## src/rtl/dmove_params.svh

```systemverilog
// offsets, field positions, reset values and opcode patterns of the mover
// assumes a 32-bit classic wishbone bus with byte addresses
`ifndef DMOVE_PARAMS_SVH
`define DMOVE_PARAMS_SVH
`define DM_OFF_INSTR   8'h00
`define DM_OFF_WORK    8'h04
`define DM_OFF_BANK    8'h08
`define DM_OFF_STATUS  8'h0C
`define DM_ST_NEG      0
`define DM_ST_ZERO     1
`define DM_ST_BUSY     2
`define DM_ST_PEND     3
`define DM_ST_UNK      4
`define DM_RST_BYTE    8'h00
`define DM_RST_WORD    16'h0000
`define DM_RST_ADDR    12'h000
`define DM_PAT_FILE    6'h14
`define DM_PAT_SRC     4'hC
`define DM_PAT_DST     4'hF
`define DM_PAT_BANK    8'h01
`define DM_PAT_WORK    8'h0E
`define DM_PAT_STORE   7'h37
`define DM_WORK_ADDR   12'hFE0
`define DM_ACC_SPLIT   8'h80
`define DM_ACC_HIGH    4'hF
`endif

```

## src/rtl/dmove_pkg.sv

```systemverilog
// types shared by the data-move decoder
// assumes nothing beyond a systemverilog compiler
package dmove_pkg;
    typedef enum logic [4:0] {
        ST_IDLE    = 5'h01,
        ST_DECODE  = 5'h02,
        ST_READ    = 5'h04,
        ST_PROCESS = 5'h08,
        ST_WRITE   = 5'h10
    } phase_e;
    typedef enum logic [2:0] {
        OP_NONE      = 3'h0,
        OP_COPY_FILE = 3'h1,
        OP_COPY_SRC  = 3'h2,
        OP_COPY_DST  = 3'h3,
        OP_LOAD_BANK = 3'h4,
        OP_LOAD_WORK = 3'h5,
        OP_STORE     = 3'h6
    } op_e;
endpackage

```

## src/rtl/data_move_instr_decode.sv

```systemverilog
// decode and execute of the data-move instructions of an 8-bit core
// assumes a synchronous data-space ram on MCLK: read data one clock
// after DS_RD, write taken at the edge that ends DS_WR
//
// What this block does
// - copy_file_reg moves a register to W (d=0) or back to itself (d=1), setting N and Z.
// - copy_file_reg and store_work_reg address a 256-byte bank, access bank when a=0, bank_select_reg when a=1.
// - copy_reg_to_reg takes full 12-bit source and destination over 000h-FFFh and changes no flag.
// - copy_reg_to_reg is two program words and takes two instruction cycles, plus the idle cycles in between if the second word comes late.
// - copy_reg_to_reg treats W as an ordinary data-space location for source or destination.
// - load_bank_literal writes its 8-bit literal to bank_select_reg in one cycle, no flags.
// - load_work_literal puts its literal into W, no flags.
// - store_work_reg writes W into the addressed register with banked addressing, no flags.
//
// The Wishbone register port and the register offsets were chosen for this implementation.
`timescale 1ns/10ps
`include "dmove_params.svh"

module data_move_instr_decode
    import dmove_pkg::*;
#(
    parameter logic [11:0] WORK_ADDR = `DM_WORK_ADDR,
    parameter logic [7:0]  ACC_SPLIT = `DM_ACC_SPLIT
) (
    // clock and reset
    input  wire logic        MCLK,
    input  wire logic        ARST_N,
    // wishbone slave
    input  wire logic        CYC_I,
    input  wire logic        STB_I,
    input  wire logic        WE_I,
    input  wire logic [7:0]  ADR_I,
    input  wire logic [3:0]  SEL_I,
    input  wire logic [31:0] DAT_I,
    output logic      [31:0] DAT_O,
    output logic             ACK_O,
    // data space
    output logic      [11:0] DS_ADDR,
    output logic             DS_RD,
    output logic             DS_WR,
    output logic      [7:0]  DS_WDATA,
    input  wire logic [7:0]  DS_RDATA
);

    phase_e      state_reg;
    op_e         op_reg;
    op_e         op_next;
    logic [15:0] instr_reg;
    logic [7:0]  work_reg;
    logic [7:0]  bank_reg;
    logic [7:0]  data_reg;
    logic [7:0]  proc_val;
    logic [11:0] addr_reg;
    logic [11:0] addr_next;
    logic        neg_reg;
    logic        zero_reg;
    logic        pend_reg;
    logic        unk_reg;
    logic        ack_reg;
    logic [31:0] dat_reg;
    logic        idle;
    logic        wb_req;
    logic        wb_wr;
    logic        issue;
    logic        is_work;
    logic        needs_read;
    logic        writes_ds;

    // single-word banked address; the access bank splits low/high
    function automatic logic [11:0] bank_addr(
        input logic [7:0] f,
        input logic       a,
        input logic [7:0] bank_select_reg
    );
        logic [3:0] bank;
        bank = bank_select_reg[3:0];
        if (!a) begin
            bank = (f < ACC_SPLIT) ? 4'h0 : `DM_ACC_HIGH;
        end
        return {bank, f};
    endfunction

    // second word pending means the word can only be a destination
    function automatic op_e decode(
        input logic [15:0] w,
        input logic        pend
    );
        op_e op;
        op = OP_NONE;
        if (pend) begin
            if (w[15:12] == `DM_PAT_DST) begin
                op = OP_COPY_DST;
            end
        end else if (w[15:10] == `DM_PAT_FILE) begin
            op = OP_COPY_FILE;
        end else if (w[15:12] == `DM_PAT_SRC) begin
            op = OP_COPY_SRC;
        end else if (w[15:8] == `DM_PAT_BANK) begin
            op = OP_LOAD_BANK;
        end else if (w[15:8] == `DM_PAT_WORK) begin
            op = OP_LOAD_WORK;
        end else if (w[15:9] == `DM_PAT_STORE) begin
            op = OP_STORE;
        end
        return op;
    endfunction

    assign idle   = (state_reg == ST_IDLE);
    // writes stall until the core is idle so W and bank never race
    assign wb_req = CYC_I && STB_I && !ack_reg && (!WE_I || idle);
    assign wb_wr  = CYC_I && STB_I && ack_reg && WE_I;
    assign issue  = wb_wr && (ADR_I == `DM_OFF_INSTR) && SEL_I[0]
                    && SEL_I[1];
    assign ACK_O  = ack_reg;
    assign DAT_O  = dat_reg;

    assign op_next = decode(instr_reg, pend_reg);

    always_comb begin
        addr_next = `DM_RST_ADDR;
        case (op_next)
            OP_COPY_SRC, OP_COPY_DST: begin
                addr_next = instr_reg[11:0];
            end
            OP_COPY_FILE, OP_STORE: begin
                addr_next = bank_addr(instr_reg[7:0], instr_reg[8],
                                      bank_reg);
            end
            default: begin
                addr_next = `DM_RST_ADDR;
            end
        endcase
    end

    assign is_work    = (addr_reg == WORK_ADDR);
    assign needs_read = (op_next == OP_COPY_FILE)
                        || (op_next == OP_COPY_SRC);
    assign writes_ds  = !is_work && ((op_reg == OP_STORE)
                        || (op_reg == OP_COPY_DST)
                        || (op_reg == OP_COPY_FILE && instr_reg[9]));

    // value formed in phase three
    always_comb begin
        case (op_reg)
            OP_COPY_FILE, OP_COPY_SRC: begin
                proc_val = is_work ? work_reg : DS_RDATA;
            end
            OP_LOAD_BANK, OP_LOAD_WORK: begin
                proc_val = instr_reg[7:0];
            end
            OP_STORE: begin
                proc_val = work_reg;
            end
            default: begin
                proc_val = data_reg;
            end
        endcase
    end

    // one state per phase, one clock per phase
    always_ff @(posedge MCLK or negedge ARST_N) begin
        if (!ARST_N) begin
            state_reg <= ST_IDLE;
        end else begin
            case (state_reg)
                ST_IDLE:    state_reg <= issue ? ST_DECODE : ST_IDLE;
                ST_DECODE:  state_reg <= ST_READ;
                ST_READ:    state_reg <= ST_PROCESS;
                ST_PROCESS: state_reg <= ST_WRITE;
                ST_WRITE:   state_reg <= ST_IDLE;
                default:    state_reg <= ST_IDLE;
            endcase
        end
    end

    always_ff @(posedge MCLK or negedge ARST_N) begin
        if (!ARST_N) begin
            instr_reg <= `DM_RST_WORD;
        end else if (issue) begin
            instr_reg <= DAT_I[15:0];
        end
    end

    always_ff @(posedge MCLK or negedge ARST_N) begin
        if (!ARST_N) begin
            op_reg   <= OP_NONE;
            addr_reg <= `DM_RST_ADDR;
        end else if (state_reg == ST_DECODE) begin
            op_reg   <= op_next;
            addr_reg <= addr_next;
        end
    end

    // data-space strobes: read only in phase two, write only in four
    always_ff @(posedge MCLK or negedge ARST_N) begin
        if (!ARST_N) begin
            DS_ADDR  <= `DM_RST_ADDR;
            DS_RD    <= 1'b0;
            DS_WR    <= 1'b0;
            DS_WDATA <= `DM_RST_BYTE;
        end else begin
            DS_RD <= 1'b0;
            DS_WR <= 1'b0;
            if (state_reg == ST_DECODE) begin
                DS_ADDR <= addr_next;
                // W is read in the core, not from ram
                DS_RD   <= needs_read && (addr_next != WORK_ADDR);
            end
            if (state_reg == ST_PROCESS) begin
                // no dummy read for the destination word
                DS_WR    <= writes_ds;
                DS_WDATA <= proc_val;
            end
        end
    end

    // source byte is held across both copy cycles
    always_ff @(posedge MCLK or negedge ARST_N) begin
        if (!ARST_N) begin
            data_reg <= `DM_RST_BYTE;
        end else if (state_reg == ST_PROCESS) begin
            data_reg <= proc_val;
        end
    end

    always_ff @(posedge MCLK or negedge ARST_N) begin
        if (!ARST_N) begin
            work_reg <= `DM_RST_BYTE;
        end else if (state_reg == ST_WRITE) begin
            if (op_reg == OP_COPY_FILE && !instr_reg[9]) begin
                work_reg <= data_reg;
            end else if (op_reg == OP_LOAD_WORK) begin
                work_reg <= data_reg;
            end else if (op_reg == OP_COPY_DST && is_work) begin
                work_reg <= data_reg;
            end
        end else if (wb_wr && ADR_I == `DM_OFF_WORK && SEL_I[0]) begin
            work_reg <= DAT_I[7:0];
        end
    end

    always_ff @(posedge MCLK or negedge ARST_N) begin
        if (!ARST_N) begin
            bank_reg <= `DM_RST_BYTE;
        end else if (state_reg == ST_WRITE && op_reg == OP_LOAD_BANK) begin
            bank_reg <= data_reg;
        end else if (wb_wr && ADR_I == `DM_OFF_BANK && SEL_I[0]) begin
            bank_reg <= DAT_I[7:0];
        end
    end

    // only the file copy touches flags; all other moves leave them
    always_ff @(posedge MCLK or negedge ARST_N) begin
        if (!ARST_N) begin
            neg_reg  <= 1'b0;
            zero_reg <= 1'b0;
        end else if (state_reg == ST_WRITE && op_reg == OP_COPY_FILE) begin
            neg_reg  <= data_reg[7];
            zero_reg <= (data_reg == `DM_RST_BYTE);
        end
    end

    // waiting for the second copy word; idle cycles in between are
    // the slow case of the copy
    always_ff @(posedge MCLK or negedge ARST_N) begin
        if (!ARST_N) begin
            pend_reg <= 1'b0;
        end else if (state_reg == ST_WRITE) begin
            pend_reg <= (op_reg == OP_COPY_SRC);
        end
    end

    // unknown word: sticky, write one to clear, a new set wins
    always_ff @(posedge MCLK or negedge ARST_N) begin
        if (!ARST_N) begin
            unk_reg <= 1'b0;
        end else if (state_reg == ST_DECODE && op_next == OP_NONE) begin
            unk_reg <= 1'b1;
        end else if (wb_wr && ADR_I == `DM_OFF_STATUS && SEL_I[0]
                     && DAT_I[`DM_ST_UNK]) begin
            unk_reg <= 1'b0;
        end
    end

    // one wait state on every read and on writes while idle; read data captured with ack
    always_ff @(posedge MCLK or negedge ARST_N) begin
        if (!ARST_N) begin
            ack_reg <= 1'b0;
            dat_reg <= 32'h0000_0000;
        end else begin
            ack_reg <= wb_req;
            if (wb_req) begin
                dat_reg <= 32'h0000_0000;
                case (ADR_I)
                    `DM_OFF_INSTR:  dat_reg[15:0] <= instr_reg;
                    `DM_OFF_WORK:   dat_reg[7:0]  <= work_reg;
                    `DM_OFF_BANK:   dat_reg[7:0]  <= bank_reg;
                    `DM_OFF_STATUS: begin
                        dat_reg[`DM_ST_NEG]  <= neg_reg;
                        dat_reg[`DM_ST_ZERO] <= zero_reg;
                        dat_reg[`DM_ST_BUSY] <= !idle;
                        dat_reg[`DM_ST_PEND] <= pend_reg;
                        dat_reg[`DM_ST_UNK]  <= unk_reg;
                    end
                    default:        dat_reg <= 32'h0000_0000;
                endcase
            end
        end
    end

endmodule

```

## config.mk

```make
export PLATFORM = sky130hd
export DESIGN_NAME = data_move_instr_decode
export DESIGN_NICKNAME = d
export VERILOG_FILES = /design/src/rtl/dmove_pkg.sv /design/src/rtl/data_move_instr_decode.sv
export VERILOG_INCLUDE_DIRS = /design/src /design/src/rtl
export SDC_FILE = /design/constraint.sdc
export NUM_CORES = 1
export LEC_CHECK = 0
export BUFFER_PORTS_ARGS = -buffer_cell sky130_fd_sc_hd__buf_2
export CORE_MARGIN = 2
export CORE_UTILIZATION = 45
export DETAILED_ROUTE_END_ITERATION = 6
export PLACE_DENSITY = 0.7
export SYNTH_ARGS = -nofsm -noshare
export SYNTH_HDL_FRONTEND = slang
export SYNTH_SLANG_ARGS = --single-unit
```

## constraint.sdc

```tcl
create_clock -name MCLK -period 6.8 [get_ports MCLK]
set_clock_uncertainty 0.05 [all_clocks]
set_input_delay 1.36 -clock MCLK [delete_from_list [all_inputs] [get_ports MCLK]]
set_output_delay 1.36 -clock MCLK [all_outputs]
set_load 0.02 [all_outputs]
```

==> run_results.csv, run 1 <==
group,metric,value,unit
clock_tree,clkLatencyLatePin,0.35,ns
floorplan,start_util,0.4658,
floorplan,dieArea,0.01041,mm2
logic_synthesis,ys_types,55,
clock_tree,clock_path_buffers,2,
place,hpwl,7.856,mm
finish,antenna_cells,0,
worst_setup_path,crit_path_start_kind,"primary input",
finish,fillers,880,
logic_synthesis,async_reset_ff_frac,1.000,
clock_tree,htreeDepth,3,
finish,mostFrequentLayoutCell,"nand2_1",
place,port_buffers,77,
floorplan,ios,112,
drt,vias_per_cell,5.454,
status,status,"finished clean",
run,maxCapViolations,0,
drt,firstDrtPassIters,5,
grt,grt_overflow_total,0,
floorplan,rows,35,
clock_tree,root_buffer,"clkbuf_8",
clock_tree,cts_tree,"done",
floorplan,die_x,102.0,um
logic_synthesis,synth_seq_area_share,0.4806,
worst_setup_path,reg2reg_depth,5,
timing,fin_ws,3.147,ns
timing,setup-violations-final,0,
logic_synthesis,synth_seq_cells,83,
clock_tree,clock-sinks,83,
power_and_ir_drop,pwr_density_cell,188.2,mW/mm2
logic_synthesis,yosys_warnings,0,
timing,timing.fmax,273.7,MHz
timing,finalCritPeriodShare,0.5372,
drt,wl_per_cell,16.80,um
timing,grt_setup_unrepaired,"no",
worst_setup_path,crit_fanout,25,
logic_synthesis,synth_edf_count,0,
finish,area_delta_synth_final,14.00,%
drt,routed-via-count,3545,
timing,fin_setup_tns,0,ns
power_and_ir_drop,total_power,927.8,uW
grt,grt_max_degree,84,
finish,drive_gt1_frac,0.2380,
clock_tree,post_cts_resized,0,
grt,first_global_vias,3372,
timing,period_minus_slack,3.653,ns
floorplan,coreArea,0.009284,mm2
logic_synthesis,synthCells,452,
power_and_ir_drop,ir_worst_vdd,0.0001109,V
drt,ant_nets,0,
logic_synthesis,avgSynthCellArea,9.567,um2
min_path,hold_class,"register to register",
drt,drc,0,
finish,nets,573,
timing,whs,0.4248,ns
place,post-place-ws,2.772,ns
timing,hold_viol,0,
drt,drt_iter0_drc,210,
power_and_ir_drop,power_leakage,0.002316,uW
floorplan,die-height,102.0,um
clock_tree,ctsHoldBuffers,0,
worst_setup_path,cp.arrival,3.84,ns
clock_tree,numCtsBuffers,9,
logic_synthesis,mappedNetlistArea,0.004324,mm2
finish,final_area,0.004930,mm2
worst_setup_path,critPathKind,"primary input to register",
timing,worst_pin_slew,1.040,ns
drt,routed_wl,10.92,mm
grt,grt_pass1_wl,17.68,mm
finish,multi_input_area,0.002037,mm2
clock_tree,postCtsSetupBuffers,0,
clock_tree,clkTransAtPathRegs,0.08,ns
worst_setup_path,crit_required,6.98,ns
place,dpl-instance-area,0.004717,mm2
logic_synthesis,synth-main-ff-cell,"dfrtp_1",
worst_setup_path,critPathCaptureType,"register",
finish,regArea,0.002078,mm2
timing,slew_viol_final,0,
place,place.gp.congestion,0.8582,
timing,relSlewSlack,0.3065,
finish,final_cell_mix,"nand2_1, dfrtp_1, buf_2",
min_path,whs_path_depth,2,
grt,grt_usage,0.2196,
grt,antenna_found_initial,0,
## worst paths after layout
path | from | endpoint | slack, ns
setup / recovery | ADR_I[7] | instr_reg[10]$_DFFE_PN0P_ | 3.15
setup reg to reg | state_reg[3]$_DFF_PN0_ | work_reg[3]$_DFFE_PN0P_ | 3.93
hold / removal | DAT_O[8]$_DFFE_PN0P_ | DAT_O[8]$_DFFE_PN0P_ | 0.42
max in group asynchronous | ARST_N | data_reg[1]$_DFFE_PN0P_ | 4.90
hold reg to reg | DAT_O[8]$_DFFE_PN0P_ | DAT_O[8]$_DFFE_PN0P_ | 0.42
min in group asynchronous | ARST_N | instr_reg[15]$_DFFE_PN0P_ | 1.14
## report_power, final
group	total, uW	internal, uW	switching [uW]	leakage [uW]
registers	495	494	0.977	0.00102
logic	51.4	16.5	34.9	0.00118
clock network	381	201	180	0.000110
total	928	712	216	0.00232
## worst max-delay path, cell delays in order
cell	delay, ns
buf_2	0.10
nor2_1	0.30
nand3_1	0.26
nor3_2	0.49
and3_1	0.90
mux2_2	0.42
## per-layer routing
metal  share of wire  up-vias  global-route usage  wire (um)
li1                -     1701                   -          -
met1            0.46     1701              0.3235       5059
met2            0.46      131              0.3355       5005
met3           0.065       12             0.04651        708
met4           0.013        0             0.05128        145
met5               0        -                   0          0
## Yosys cell counts, drive strengths merged (3+ instances only)
cell,count,share of area
and3,3,0.0043
mux2i,20,0.046
or4,3,0.0052
clkbuf,16,0.014
mux2,19,0.049
nor2,27,0.023
mux4,5,0.026
o31ai,3,0.0052
a2bb2oi,10,0.020
nor4,5,0.0072
dfrtp,82,0.47
nand4,6,0.0087
inv,11,0.0095
nand3,8,0.0093
a31oi,3,0.0043
nor2b,4,0.0058
nor3,5,0.0069
a22o,8,0.016
o21ai,49,0.059
nand3b,3,0.0052
buf,24,0.038
or4b,3,0.0078
nand2,91,0.079
a21oi,18,0.021
## final cells by class
| cell class | instances | area share |
|---|---|---|
| repair buffers | 78 | 0.08020 |
| flip-flops and latches | 83 | 0.4216 |
| well taps | 129 | 0.03274 |
| inverters | 12 | 0.009137 |
| clock buffers | 13 | 0.03426 |
| clock inverters | 3 | 0.008883 |
| multi-input cells | 332 | 0.4132 |
## logic make-up after synthesis
| family | after synthesis | share of synthesized area |
|---|---|---|
| simple gates | 169 | 0.1837 |
| compound gates | 103 | 0.1505 |
| flops | 83 | 0.4806 |
| buf+inv | 52 | 0.06250 |
| mux | 44 | 0.1218 |
| other cells | 1 | 0.0008672 |
## metrics by stage
step	util	std cells
4_1_cts	0.5310	650
3_3_place_gp	0.5081	634
6_report	0.5310	650
2_1_floorplan	-	467
3_5_place_dp	0.5081	634
5_1_grt	0.5310	650
Note: power is estimated with default switching activity, not from simulation.
==> run 2: changes to the inputs <==
ABC_AREA = 1   (was not set)
PLACE_DENSITY = 0.69   (was 0.7)
clock period = 3.6 ns   (was 6.8 ns; I/O delays follow)
==> run_results.csv, run 2 <==
group,metric,value,unit
clock_tree,htreeDepth,3,
place,hpwl,8.230,mm
status,status,"finished clean",
timing,timing.fmax,405.8,MHz
logic_synthesis,avgSynthCellArea,7.973,um2
grt,grt_pass1_wl,18.51,mm
timing,period_minus_slack,2.464,ns
floorplan,rows,36,
place,port_buffers,77,
finish,antenna_cells,0,
timing,fin_setup_tns,0,ns
grt,first_global_vias,3889,
floorplan,die_x,103.5,um
finish,final_cell_mix,"nand2_1, dfrtp_1, buf_2",
worst_setup_path,critPathKind,"register to register",
clock_tree,ctsHoldBuffers,0,
finish,drive_gt1_frac,0.2175,
logic_synthesis,yosys_warnings,0,
logic_synthesis,synth_top_area_frac,0.4604,
logic_synthesis,synth_edf_count,0,
run,maxCapViolations,0,
place,dpl-instance-area,0.004895,mm2
worst_setup_path,cp.arrival,2.65,ns
grt,grt_overflow_total,0,
power_and_ir_drop,power_leakage,0.002470,uW
timing,whs,0.4306,ns
min_path,hold_class,"register to register",
floorplan,coreArea,0.009684,mm2
drt,routed-via-count,4060,
power_and_ir_drop,ir_worst_vdd,0.0001719,V
drt,routed_wl,11.26,mm
logic_synthesis,synthTopCellsByCount,"nand2_1, dfrtp_1, inv_1, o21ai_0, nor2_1",
grt,antenna_found_initial,0,
worst_setup_path,crit_top_cell,"nand2_1",
timing,relSlewSlack,0.2901,
clock_tree,clock_path_buffers,2,
finish,final_util,0.5274,
timing,hold_viol,0,
clock_tree,clkTransAtPathRegs,0.09,ns
worst_setup_path,crit_fanout,17,
logic_synthesis,yosysMostFrequentCell,"nand2_1",
floorplan,die-height,103.5,um
clock_tree,clock-sinks,83,
timing,setup-violations-final,0,
finish,multi_input_area,0.001966,mm2
finish,fillers,956,
floorplan,start_util,0.4602,
drt,drc,0,
drt,wl_per_cell,14.59,um
place,place.gp.congestion,0.9331,
clock_tree,cts_tree,"done",
worst_setup_path,cp.buffers_inverters,2,
grt,grt_max_degree,84,
floorplan,ios,112,
worst_setup_path,crit_required,3.78,ns
logic_synthesis,async_reset_ff_frac,1.000,
worst_setup_path,critPathCaptureType,"register",
power_and_ir_drop,pwr_density_cell,341.2,mW/mm2
grt,grt_use_met3,0.04342,
clock_tree,post_cts_resized,0,
logic_synthesis,synth_top_area_cell,"dfrtp_1",
grt,grt_usage,0.2129,
timing,slew_viol_final,0,
logic_synthesis,synthCells,559,
drt,vias_per_cell,5.259,
logic_synthesis,synth-main-ff-cell,"dfrtp_1",
finish,mostFrequentLayoutCell,"nand2_1",
worst_setup_path,crit_path_start_kind,"register",
drt,drt_iter0_drc,217,
timing,grt_setup_unrepaired,"no",
logic_synthesis,synth_seq_cells,83,
clock_tree,root_buffer,"clkbuf_8",
finish,nets,691,
finish,final_area,0.005107,mm2
worst_setup_path,worst_path_max_delay_cell,"nor3_2",
grt,busiest_layer,"met2",
logic_synthesis,netlist_top_cells_area,"dfrtp_1, nand2_1, o21ai_0",
grt,use_met1,0.2740,
clock_tree,clkLatencyLatePin,0.36,ns
grt,met2_usage,0.3571,
drt,ant_nets,0,
timing,worst_pin_slew,1.065,ns
finish,regArea,0.002078,mm2
finish,area_delta_synth_final,14.60,%
worst_setup_path,critical-path-top-delay-family,"simple AND/OR/NAND/NOR gates",
floorplan,dieArea,0.01072,mm2
logic_synthesis,mappedNetlistArea,0.004457,mm2
clock_tree,numCtsBuffers,9,
drt,firstDrtPassIters,5,
logic_synthesis,ys_types,41,
logic_synthesis,synth_seq_area_share,0.4663,
worst_setup_path,path_cells,"nor2_2 -> inv_2 -> nor3_2 -> nand3_4 -> nand2_1 -> inv_1 -> nand2_1 -> o21ai_1",
clock_tree,postCtsSetupBuffers,0,
worst_setup_path,critPathMaxStageDelay,0.68,ns
timing,finalCritPeriodShare,0.6845,
[run 2: path summary, 6_finish.rpt]
check	from	end	slack (ns)	cells after the start
setup / recovery	state_reg[2]$_DFF_PN0_	bank_reg[0]$_DFFE_PN0P_	1.14	8
hold / removal	DAT_O[12]$_DFFE_PN0P_	DAT_O[12]$_DFFE_PN0P_	0.43	2
setup reg to reg	state_reg[2]$_DFF_PN0_	bank_reg[0]$_DFFE_PN0P_	1.14	8
hold reg to reg	DAT_O[12]$_DFFE_PN0P_	DAT_O[12]$_DFFE_PN0P_	0.43	2
max in group asynchronous	ARST_N	DAT_O[1]$_DFFE_PN0P_	2.32	1
min in group asynchronous	ARST_N	DAT_O[14]$_DFFE_PN0P_	0.47	1
[run 2: cell families after synthesis]
group / Yosys count / share of synthesized area
AOI/OAI and AO/OA: 125 / 0.1704
buffers and inverters: 105 / 0.1067
DFF: 83 / 0.4663
other: 1 / 0.0008414
and+or+nand+nor: 245 / 0.2558
[run 2: worst min-delay path, stage by stage, from the launching register on]
cell and delay (ns):
dfrtp_1 0.35, nand2_1 0.05, o31ai_1 0.05
[run 2: metal layers]
layer  part of all wire  vias to the layer above
met2               0.49                      148
met1               0.43                     1920
met4              0.019                        0
li1                   -                     1972
met5                  0                        -
met3              0.062                       20
[run 2: power by group]
| group | internal, uW | total [uW] | leakage (uW) | switching, uW |
|---|---|---|---|---|
| combinational | 26.5 | 91.3 | 0.00135 | 64.8 |
| sequential | 934 | 936 | 0.00102 | 2.05 |
| clock | 360 | 715 | 0.0000978 | 356 |
| total | 1320 | 1740 | 0.00247 | 423 |
[run 2: cell type report]
cell class | count | area share
clock buffers | 11 | 0.02964
clock inverters | 5 | 0.01200
inverters | 75 | 0.05512
multi-input cells | 386 | 0.3849
flip-flops and latches | 83 | 0.4069
well taps | 133 | 0.03258
repair buffers | 79 | 0.07888
[run 2: metrics by stage]
step                setup WS [ns]  total power, uW  cells
global placement            1.237             1045    756
floorplan                   1.650             1012    574
finish                      1.136             1743    772
detailed placement          1.187             1047    756
global route               0.9679             1803    772
CTS                         1.158             1757    772
==> run 3: changes to the inputs <==
clock period = 2.6 ns   (was 3.6 ns; I/O delays follow)
==> run_results.csv, run 3 (synthesis results as in run 2) <==
group,metric,value,unit
clock_tree,ctsHoldBuffers,0,
finish,area_delta_synth_final,14.49,%
clock_tree,post_cts_resized,0,
power_and_ir_drop,internal_power,1708,uW
drt,ant_nets,0,
timing,slew_viol_final,0,
clock_tree,postCtsSetupBuffers,0,
grt,grt_max_degree,58,
min_path,hold_class,"primary input to asynchronous set/reset pin",
drt,routed_wl,11.50,mm
worst_setup_path,cp.arrival,2.16,ns
clock_tree,htreeDepth,3,
power_and_ir_drop,power.switching,585.4,uW
drt,wl_per_cell,14.86,um
timing,period_minus_slack,1.958,ns
drt,drc,0,
grt,grt_overflow_total,0,
clock_tree,clkLatencyLatePin,0.36,ns
worst_setup_path,path_cells,"nor2_1 -> nand2_1 -> inv_1 -> nand2_1 -> nand3_2 -> nand2_2 -> nand2_1 -> nand3_1 -> nand2_1 -> nand2_1 -> nor2_1 -> nand3_1 -> nand2_1 -> inv_1",
power_and_ir_drop,ir_worst_vdd,0.0002534,V
drt,drt_iter0_drc,288,
finish,drive_gt1_frac,0.2184,
power_and_ir_drop,power_leakage,0.002464,uW
worst_setup_path,crit_required,2.80,ns
place,place.gp.congestion,0.9395,
finish,final_cell_mix,"nand2_1, dfrtp_1, buf_2",
worst_setup_path,crit_path_start_kind,"register",
clock_tree,clkTransAtPathRegs,0.09,ns
timing,setup-violations-final,0,
power_and_ir_drop,total_power,2293,uW
clock_tree,numCtsBuffers,9,
clock_tree,clock-sinks,83,
power_and_ir_drop,pwr-share-seq,0.565,
drt,vias_per_cell,5.284,
power_and_ir_drop,pwr_density_cell,449.5,mW/mm2
grt,antenna_found_initial,0,
timing,hold_viol,0,
grt,first_global_vias,3907,
timing,fin_setup_tns,0,ns
worst_setup_path,critical-path-top-delay-family,"simple AND/OR/NAND/NOR gates",
timing,relSlewSlack,0.6417,
finish,antenna_cells,0,
floorplan,start_util,0.4602,
floorplan,rows,36,
drt,routed-via-count,4090,
floorplan,die-height,103.5,um
finish,mostFrequentLayoutCell,"nand2_1",
timing,finalCritPeriodShare,0.7531,
worst_setup_path,critPathCaptureType,"register",
finish,nets,693,
clock_tree,cts_tree,"done",
timing,whs,0.02148,ns
floorplan,coreArea,0.009684,mm2
clock_tree,root_buffer,"clkbuf_8",
timing,worst_pin_slew,0.5362,ns
timing,grt_setup_unrepaired,"no",
power_and_ir_drop,switching_share,0.2553,
place,port_buffers,77,
drt,firstDrtPassIters,7,
finish,final_util,0.5269,
worst_setup_path,crit_top_cell,"nand2_1",
grt,grt_pass1_wl,19.05,mm
worst_setup_path,worst_path_max_delay_cell,"dfrtp_1",
grt,grt_usage,0.2202,
floorplan,dieArea,0.01072,mm2
power_and_ir_drop,combPwrFrac,0.057,
place,hpwl,8.568,mm
floorplan,ios,112,
power_and_ir_drop,pwr-share-clk,0.378,
worst_setup_path,critPathKind,"register to register",
status,status,"finished clean",
run,maxCapViolations,0,
worst_setup_path,crit_fanout,6,
worst_setup_path,cp.buffers_inverters,2,
floorplan,die_x,103.5,um
clock_tree,clock_path_buffers,2,
worst_setup_path,critPathMaxStageDelay,0.44,ns
timing,timing.fmax,510.7,MHz
[run 3: final cells by class]
cell class	count	area, um2
clock buffers	11	141.4
clock inverters	5	38.79
multi-input cells	386	1966
inverters	75	281.5
repair buffers	81	430.4
well taps	133	166.4
flip-flops and latches	83	2078
fillers	953	4582
[run 3: worst register-to-register path, cell delays in order, from the launching register on]
cell	delay, ns
dfrtp_1	0.44
nor2_1	0.16
nand2_1	0.09
inv_1	0.09
nand2_1	0.08
nand3_2	0.11
nand2_2	0.10
nand2_1	0.15
nand3_1	0.12
nand2_1	0.08
nand2_1	0.05
nor2_1	0.10
nand3_1	0.10
nand2_1	0.09
inv_1	0.04
[run 3: final timing paths]
| check | end | slack, ns | from | depth (start not counted) |
|---|---|---|---|---|
| max | DS_RD$_DFF_PN0_ | 0.64 | instr_reg[12]$_DFFE_PN0P_ | 14 |
| min | instr_reg[15]$_DFFE_PN0P_ | 0.02 | ARST_N | 1 |
| max reg2reg | DS_RD$_DFF_PN0_ | 0.64 | instr_reg[12]$_DFFE_PN0P_ | 14 |
| min reg2reg | DAT_O[10]$_DFFE_PN0P_ | 0.44 | DAT_O[10]$_DFFE_PN0P_ | 2 |
| max in group asynchronous | state_reg[0]$_DFF_PN1_ | 1.81 | ARST_N | 2 |
| min in group MCLK | instr_reg[10]$_DFFE_PN0P_ | 0.31 | DAT_I[10] | 3 |
[run 3: through the flow]
stage	cell area [um2]	setup WS, ns	std cells
floorplan	4513	0.8498	574
global placement	4922	0.4803	758
detailed placement	4922	0.4600	758
CTS	5102	0.6512	774
global route	5102	0.4248	774
finish	5102	0.6419	774
[run 3: power groups by stage]
stage | Clock [uW] | Combinational (uW) | Sequential (uW)
floorplan | 0 | 77.0 | 1320
global placement | 0 | 130 | 1320
detailed placement | 0 | 132 | 1320
CTS | 881 | 132 | 1300
global route | 955 | 147 | 1300
finish | 867 | 130 | 1300
[run 3: routing by layer]
metal	vias to the layer above	wire [um]	track usage
met5	-	0	0
met4	0	231	0.06564
met3	19	544	0.04531
met2	132	5675	0.3690
met1	1960	5049	0.2896
li1	1979	-	-
